==> src/rtl/fpc_pkg.sv <==
package fpc_pkg;
    // ----------------------------------------
    // register map
    // ----------------------------------------
    localparam logic [3:0] ADDR_CTRL = 4'h0;
    localparam logic [3:0] ADDR_WINDOW = 4'h1;
    localparam logic [3:0] ADDR_GOAL = 4'h2;
    localparam logic [3:0] ADDR_TOTAL = 4'h3;
    localparam logic [3:0] ADDR_PERIOD = 4'h4;
    localparam logic [3:0] ADDR_STATUS = 4'h5;
    localparam logic [3:0] ADDR_MASK = 4'h6;
    // ----------------------------------------
    // control fields
    // ----------------------------------------
    localparam int CTRL_DIR_UP = 0;
    localparam int CTRL_HW_DIR = 1;
    localparam int CTRL_GOAL_CLR = 2;
    localparam int CTRL_SW_CLEAR = 3;
    localparam int CTRL_CHAN_LSB = 4;
    localparam int CHAN_W = 2;
    localparam int NUM_CHAN = 4;
    // ----------------------------------------
    // status fields
    // ----------------------------------------
    localparam int ST_GOAL = 0;
    localparam int ST_WINDOW = 1;
    localparam int ST_WRAP = 2;
    localparam int NUM_EV = 3;
    // ----------------------------------------
    // reset values and timing
    // ----------------------------------------
    localparam logic [31:0] CTRL_RESET = 32'h0000_0001;
    localparam logic [31:0] ZERO32 = 32'h0000_0000;
    localparam int MCLK_HZ = 125000000;
    localparam int MS_PER_S = 1000;
    localparam int CYCLES_PER_MS = MCLK_HZ / MS_PER_S;
    typedef logic signed [31:0] total_t;
endpackage : fpc_pkg

==> src/rtl/fpc_if.sv <==
`timescale 1ns/1ns
interface fpc_if;
    logic pulse;
    logic dir_up;
    modport edge_side (output pulse, output dir_up);
    modport count_side (input pulse, input dir_up);
endinterface : fpc_if

==> src/rtl/fast_pulse_counter.sv <==
`timescale 1ns/1ns
module fast_pulse_counter
    import fpc_pkg::*;
#(
    parameter int NCH = NUM_CHAN,
    parameter int TICKS_PER_MS = CYCLES_PER_MS
) (
    // clock and reset
    input wire logic mclk,
    input wire logic rst,
    input wire logic ce,
    // field pins
    input wire logic [NCH-1:0] chan_a,
    input wire logic [NCH-1:0] chan_b,
    input wire logic clear_count,
    // register port
    input wire logic [3:0] reg_addr,
    input wire logic [31:0] reg_wdata,
    input wire logic reg_wr,
    input wire logic reg_rd,
    output logic [31:0] reg_rdata,
    // results
    output logic [31:0] running_total,
    output logic [31:0] period_count,
    output logic goal_reached,
    output logic irq
);
    import fpc_pkg::*;

    // ----------------------------------------
    // state
    // ----------------------------------------
    typedef struct packed {
        logic [31:0] ctrl;
        logic [31:0] window_ms;
        logic [31:0] goal;
        logic [31:0] total;
        logic [31:0] win_cnt;
        logic [31:0] period;
        logic [31:0] ms_cnt;
        logic [31:0] tick_cnt;
        logic [NUM_EV-1:0] status;
        logic [NUM_EV-1:0] mask;
        logic [NCH-1:0] a_s0;
        logic [NCH-1:0] a_s1;
        logic [NCH-1:0] b_s0;
        logic [NCH-1:0] b_s1;
        logic [1:0] clr_sync;
        logic clr_prev;
        logic goal_out;
        logic irq;
        logic [31:0] rdata;
    } core_state_t;

    core_state_t q;
    core_state_t next_q;
    fpc_if evt ();

    logic [CHAN_W-1:0] chan_sel;
    logic sel_a;
    logic sel_b;
    logic clr_lvl;
    logic [NUM_EV-1:0] ev;
    logic [31:0] stepped;
    logic [31:0] ctrl_wr;

    // ----------------------------------------
    // channel select
    // ----------------------------------------
    assign chan_sel = q.ctrl[CTRL_CHAN_LSB +: CHAN_W];
    assign sel_a = q.a_s1[chan_sel];
    assign sel_b = q.b_s1[chan_sel];
    assign clr_lvl = q.clr_sync[1];

    fpc_edge u_edge (
        .mclk(mclk),
        .rst(rst),
        .ce(ce),
        .pin_a(sel_a),
        .pin_b(sel_b),
        .hw_dir(q.ctrl[CTRL_HW_DIR]),
        .sw_dir_up(q.ctrl[CTRL_DIR_UP]),
        .evt(evt.edge_side)
    );

    // ----------------------------------------
    // next state
    // ----------------------------------------
    always_comb begin
        next_q = q;
        ev = '0;
        ctrl_wr = q.ctrl;
        next_q.clr_sync = {q.clr_sync[0], clear_count};
        // two-stage synchronisers on every channel pin
        next_q.a_s0 = chan_a;
        next_q.a_s1 = q.a_s0;
        next_q.b_s0 = chan_b;
        next_q.b_s1 = q.b_s0;
        next_q.clr_prev = clr_lvl;
        // wrap by plain 32-bit arithmetic
        stepped = evt.dir_up ? q.total + 32'h0000_0001 : q.total - 32'h0000_0001;
        next_q.goal_out = 1'b0;

        if (evt.pulse) begin
            next_q.total = stepped;
            next_q.win_cnt = q.win_cnt + 32'h0000_0001;
            if (evt.dir_up && q.total == 32'h7FFF_FFFF) begin
                ev[ST_WRAP] = 1'b1;
            end
            if (!evt.dir_up && q.total == 32'h8000_0000) begin
                ev[ST_WRAP] = 1'b1;
            end
            if (evt.dir_up && q.goal != ZERO32 && stepped == q.goal) begin
                ev[ST_GOAL] = 1'b1;
                if (q.ctrl[CTRL_GOAL_CLR]) begin
                    next_q.total = ZERO32;
                end else begin
                    next_q.goal_out = 1'b1;
                end
            end
        end

        // ----------------------------------------
        // measurement window, milliseconds
        // ----------------------------------------
        if (q.window_ms != ZERO32) begin
            if (q.tick_cnt >= 32'(TICKS_PER_MS - 1)) begin
                next_q.tick_cnt = ZERO32;
                if (q.ms_cnt >= q.window_ms - 32'h0000_0001) begin
                    next_q.ms_cnt = ZERO32;
                    next_q.period = next_q.win_cnt;
                    next_q.win_cnt = ZERO32;
                    ev[ST_WINDOW] = 1'b1;
                end else begin
                    next_q.ms_cnt = q.ms_cnt + 32'h0000_0001;
                end
            end else begin
                next_q.tick_cnt = q.tick_cnt + 32'h0000_0001;
            end
        end else begin
            next_q.tick_cnt = ZERO32;
            next_q.ms_cnt = ZERO32;
            next_q.win_cnt = ZERO32;
            next_q.period = next_q.total;
        end

        // ----------------------------------------
        // register writes
        // ----------------------------------------
        if (reg_wr) begin
            unique case (reg_addr)
                ADDR_CTRL: begin
                    ctrl_wr = reg_wdata;
                end
                ADDR_WINDOW: begin
                    next_q.window_ms = reg_wdata;
                    next_q.tick_cnt = ZERO32;
                    next_q.ms_cnt = ZERO32;
                    next_q.win_cnt = ZERO32;
                end
                ADDR_GOAL: begin
                    next_q.goal = reg_wdata;
                end
                ADDR_MASK: begin
                    next_q.mask = reg_wdata[NUM_EV-1:0];
                end
                default: begin
                end
            endcase
        end
        next_q.ctrl = ctrl_wr;
        next_q.ctrl[CTRL_SW_CLEAR] = 1'b0;

        // ----------------------------------------
        // clear: rising edge, held level, or software strobe
        // ----------------------------------------
        if ((clr_lvl && !q.clr_prev) || clr_lvl || ctrl_wr[CTRL_SW_CLEAR]) begin
            next_q.total = ZERO32;
            next_q.goal_out = 1'b0;
            if (q.window_ms == ZERO32) begin
                next_q.period = ZERO32;
            end
        end

        // ----------------------------------------
        // sticky status: write one clears, new event wins
        // ----------------------------------------
        if (reg_wr && reg_addr == ADDR_STATUS) begin
            next_q.status = q.status & ~reg_wdata[NUM_EV-1:0];
        end
        next_q.status = next_q.status | ev;
        next_q.irq = |(next_q.status & next_q.mask);

        // ----------------------------------------
        // register reads, data stand one cycle
        // ----------------------------------------
        next_q.rdata = ZERO32;
        if (reg_rd) begin
            unique case (reg_addr)
                ADDR_CTRL: begin
                    next_q.rdata = q.ctrl;
                end
                ADDR_WINDOW: begin
                    next_q.rdata = q.window_ms;
                end
                ADDR_GOAL: begin
                    next_q.rdata = q.goal;
                end
                ADDR_TOTAL: begin
                    next_q.rdata = q.total;
                end
                ADDR_PERIOD: begin
                    next_q.rdata = q.period;
                end
                ADDR_STATUS: begin
                    next_q.rdata = {{(32 - NUM_EV){1'b0}}, q.status};
                end
                ADDR_MASK: begin
                    next_q.rdata = {{(32 - NUM_EV){1'b0}}, q.mask};
                end
                default: begin
                    next_q.rdata = ZERO32;
                end
            endcase
        end
    end

    // ----------------------------------------
    // registers
    // ----------------------------------------
    always_ff @(posedge mclk or posedge rst) begin
        if (rst) begin
            q <= '0;
            q.ctrl <= CTRL_RESET;
        end else if (ce) begin
            q <= next_q;
        end
    end

    assign reg_rdata = q.rdata;
    assign running_total = q.total;
    assign period_count = q.period;
    assign goal_reached = q.goal_out;
    assign irq = q.irq;
endmodule : fast_pulse_counter

==> src/rtl/fpc_edge.sv <==
`timescale 1ns/1ns
module fpc_edge
    import fpc_pkg::*;
(
    // clock and reset
    input wire logic mclk,
    input wire logic rst,
    input wire logic ce,
    // selected channel pins
    input wire logic pin_a,
    input wire logic pin_b,
    input wire logic hw_dir,
    input wire logic sw_dir_up,
    // to counter
    fpc_if.edge_side evt
);
    typedef struct packed {
        logic pa;
        logic pulse;
        logic dir_up;
    } edge_state_t;
    edge_state_t q;
    edge_state_t next_q;
    always_comb begin
        next_q = q;
        // pins arrive already synchronised
        next_q.pa = pin_a;
        next_q.pulse = pin_a & ~q.pa;
        // encoder: b low at a's rising edge counts up
        next_q.dir_up = hw_dir ? ~pin_b : sw_dir_up;
    end
    always_ff @(posedge mclk or posedge rst) begin
        if (rst) begin
            q <= '0;
        end else if (ce) begin
            q <= next_q;
        end
    end
    assign evt.pulse = q.pulse;
    assign evt.dir_up = q.dir_up;
endmodule : fpc_edge

==> config.mk <==
export PLATFORM = sky130hd
export DESIGN_NAME = fast_pulse_counter
export DESIGN_NICKNAME = d
export VERILOG_FILES = /design/src/rtl/fpc_pkg.sv /design/src/rtl/fpc_if.sv /design/src/rtl/fast_pulse_counter.sv /design/src/rtl/fpc_edge.sv
export SDC_FILE = /design/constraint.sdc
export NUM_CORES = 1
export LEC_CHECK = 0
export BUFFER_PORTS_ARGS = -buffer_cell sky130_fd_sc_hd__buf_2
export CAP_MARGIN = 30
export CORE_MARGIN = 1
export CORE_UTILIZATION = 50
export CTS_CLUSTER_DIAMETER = 200
export CTS_CLUSTER_SIZE = 40
export DETAILED_ROUTE_END_ITERATION = 6
export HOLD_SLACK_MARGIN = 0.15
export PLACE_DENSITY = 0.65
export SLEW_MARGIN = 20
export SYNTH_ARGS = -nofsm -noshare
export SYNTH_HDL_FRONTEND = slang
export SYNTH_SLANG_ARGS = --single-unit
export TNS_END_PERCENT = 50
==> constraint.sdc <==
create_clock -name mclk -period 13.06 [get_ports mclk]
set_input_delay 1.959 -clock mclk [delete_from_list [all_inputs] [get_ports mclk]]
set_output_delay 1.959 -clock mclk [all_outputs]
set_load 0.02 [all_outputs]
==> impl_metrics.json <==
{
  "ios": 148,
  "fill_cells": 3733,
  "dp_hpwl_mm": 49.7,
  "die_w_um": 205,
  "cts_setup_buffers": 0,
  "synth-edff-count": 0,
  "diodes": 0,
  "grt_pass1_vias": 17000,
  "cts_buffers": 11,
  "gp_congestion": 1.02,
  "grt-ovfl-total": 0,
  "fp.dieH_um": 205,
  "drt_iter0_markers": 2018,
  "synth_ff_type": "dfrtp_1",
  "cts_max_level": 1,
  "finalSetupViolations": 0,
  "yosysUniqueCellTypes": 91,
  "seq_area_frac_synth": 0.383,
  "synth_top_area_frac": 0.382,
  "maxSlewHeadroom": 0.287,
  "final_cells": 2728,
  "slew_viol_final": 0,
  "synth_largest_area_cell": "dfrtp_1",
  "cts_resized": 0,
  "drive_gt1_frac": 0.159,
  "arrival_ns": 6.66,
  "antenna_found_initial": 0,
  "required_ns": 13.47,
  "wl_mm": 66.9,
  "viasPerCell": 6.66,
  "coreArea_um2": 40800,
  "setup_ws_ns": 6.82,
  "die_area_um2": 42100,
  "dr.pass1.iters": 7,
  "dp.cells": 2710,
  "violations": "DRC",
  "fin_crit_ns": 6.24,
  "cp-endpoint": "q[167]",
  "hold_viol": 0,
  "r2r_setup_slack_ns": 6.82,
  "critPathMaxFanout": 28,
  "cp-end-kind": "flip-flop",
  "grt_pass1_wl_mm": 102,
  "area_growth_pct": 3.92,
  "seq_area_um2": 7910,
  "ant_nets": 0,
  "syn_area_per_cell_um2": 9.27,
  "ys_warn_count": 0,
  "synthArstFlopShare": 1.00,
  "max_freq_ghz": 0.160,
  "r2r_cells": 17,
  "wl_per_cell_um": 24.5,
  "r2r_end": "q[167]",
  "pwr_density_cell_nw_per_um2": 198,
  "synthCells": 2229,
  "clock_skew_ns": 0.0275,
  "cts.sinks": 316,
  "final_cell_mix": "315 x dfrtp_1, 243 x nand2_1, 152 x o21ai_0",
  "p_leak_nw": 9.45,
  "hold_class": "reg -> reg",
  "vias": 18200,
  "postCtsHoldBufs": 0,
  "min_from": "reg_rdata[23]",
  "critical_path_class": "reg -> reg",
  "status": "complete, but fails checks",
  "dp_worst_setup_slack_ns": 6.98,
  "nets": 2313,
  "fin_setup_tns_ns": 0,
  "grt_max_degree": 129,
  "cts_tree": "done",
  "syn_nets": 2347,
  "synth.top_cells.by_area": "dfrtp_1 38%, mux2_2 6.4%, nand2_1 4.4%, ha_1 4.1%, o21ai_0 3.7%",
  "period_share": 0.478,
  "tightest_slew_ns": 1.06,
  "cts_buffer_depth": 3,
  "drv_cap": 0,
  "rows": 74,
  "rsz0062_at_grt": "no",
  "root_buffer": "clkbuf_16",
  "initial_core_util": 0.506,
  "regToRegStartpoint": "q[256]",
  "io_buffers": 147,
  "drc": 6,
  "grtUsageTotal": 0.316,
  "ir_drop_mv": 0.132,
  "clk_latency_ns": 0.52,
  "netlist_area_um2": 20700,
  "multi_input_area_um2": 11400,
  "setup.worst_path.start": "q[256]",
  "start_kind": "flip-flop",
  "path_clk_slew_ns": 0.15,
  "synth_seq_cells": 316,
  "layout_commonest_cell": "dfrtp_1"
}
[cells in the mapped netlist (all sizes together), types with 20 or more instances]
library cell and count:
nand2 244, mux2 118, inv 29, ha 67, a21oi 105, xor2 42
a31oi 20, a22o 20, nor4 40, nor2 120, nand4 66, buf 133
o2bb2ai 42, o22ai 28, a222oi 28, nor2b 30, dfrtp 315, a21o 24
and2 21, xnor2 69, o31ai 32, clkbuf 94, and3 42, nand3 43
o21ai 174, nor3 46, mux2i 46
[metrics by stage]
step           power (mW)   util  cell area [µm²]  hold WS (ns)
5_1_grt              4.47  0.526            21500         0.515
3_3_place_gp         3.68  0.515            21000         0.464
2_1_floorplan        3.06      -            20700         0.450
6_report             4.26  0.526            21500         0.499
4_1_cts              4.19  0.524            21400         0.504
3_5_place_dp         3.70  0.516            21100         0.468
[how the worst min path moves through the flow]
stage / cells after the start / slack, ns / end
final: 1 / 0.50 / reg_rdata[23]
after global routing: 1 / 0.51 / reg_rdata[25]
after CTS: 1 / 0.50 / reg_rdata[23]
after detailed placement: 1 / 0.47 / reg_rdata[8]
after global placement: 1 / 0.46 / reg_rdata[25]
after floorplan: 1 / 0.45 / q[122]
[report_power, final]
part	switching, mW	internal, mW	leakage [nW]	total [mW]
clock network	0.307	0.177	0.152	0.484
registers	0.281	1.11	4.20	1.39
logic	1.51	0.877	5.10	2.38
[registers in the layout, summed over array words and instances (netlist names)]
| signal | count |
|---|---|
| chan_sel | 2 |
| clr_lvl | 1 |
| goal_reached | 1 |
| irq | 1 |
| next_q | 9 |
| period_count | 32 |
| q | 203 |
| reg_rdata | 32 |
| running_total | 32 |
| u_edge.evt.dir_up | 1 |
| u_edge.evt.pulse | 1 |
| u_edge.q | 1 |
[cell families after synthesis]
kind of cell	share of synthesized area
AND/OR/NAND/NOR	0.177
AO/OA/AOI/OAI	0.192
flip-flops	0.383
buffers and inverters	0.0669
multiplexers	0.0899
XOR/XNOR	0.0504
adder cells (fa/ha/maj)	0.0415
[per-layer routing]
| layer | track usage | routed length, µm |
|---|---|---|
| met1 | 0.435 | 28000 |
| met5 | 0 | 0 |
| met4 | 0.129 | 2950 |
| met2 | 0.490 | 29700 |
| met3 | 0.0570 | 6370 |
[critical path: stages (launching register included)]
cell	delay (ns)
dfrtp_1	0.52
or4_1	0.64
or4_1	0.52
nor2_1	0.33
nand3_1	0.23
inv_1	0.18
nand3_1	0.14
and2_1	0.20
ha_1	0.28
a21o_1	0.19
a21o_1	0.18
a21oi_1	0.14
o21ai_0	0.10
a21o_1	0.18
a221oi_1	0.90
o21ai_4	0.30
or2_2	0.67
o41ai_1	0.45
[cell type report]
cell class	instances	area share
Timing Repair Buffer	180	0.0494
Inverter	29	0.00542
Clock buffer	13	0.0132
Tap cell	532	0.0310
Multi-Input combinational cell	1657	0.531
Sequential cell	316	0.368
Clock inverter	1	0.00140
(Power assumes the default switching activity.)
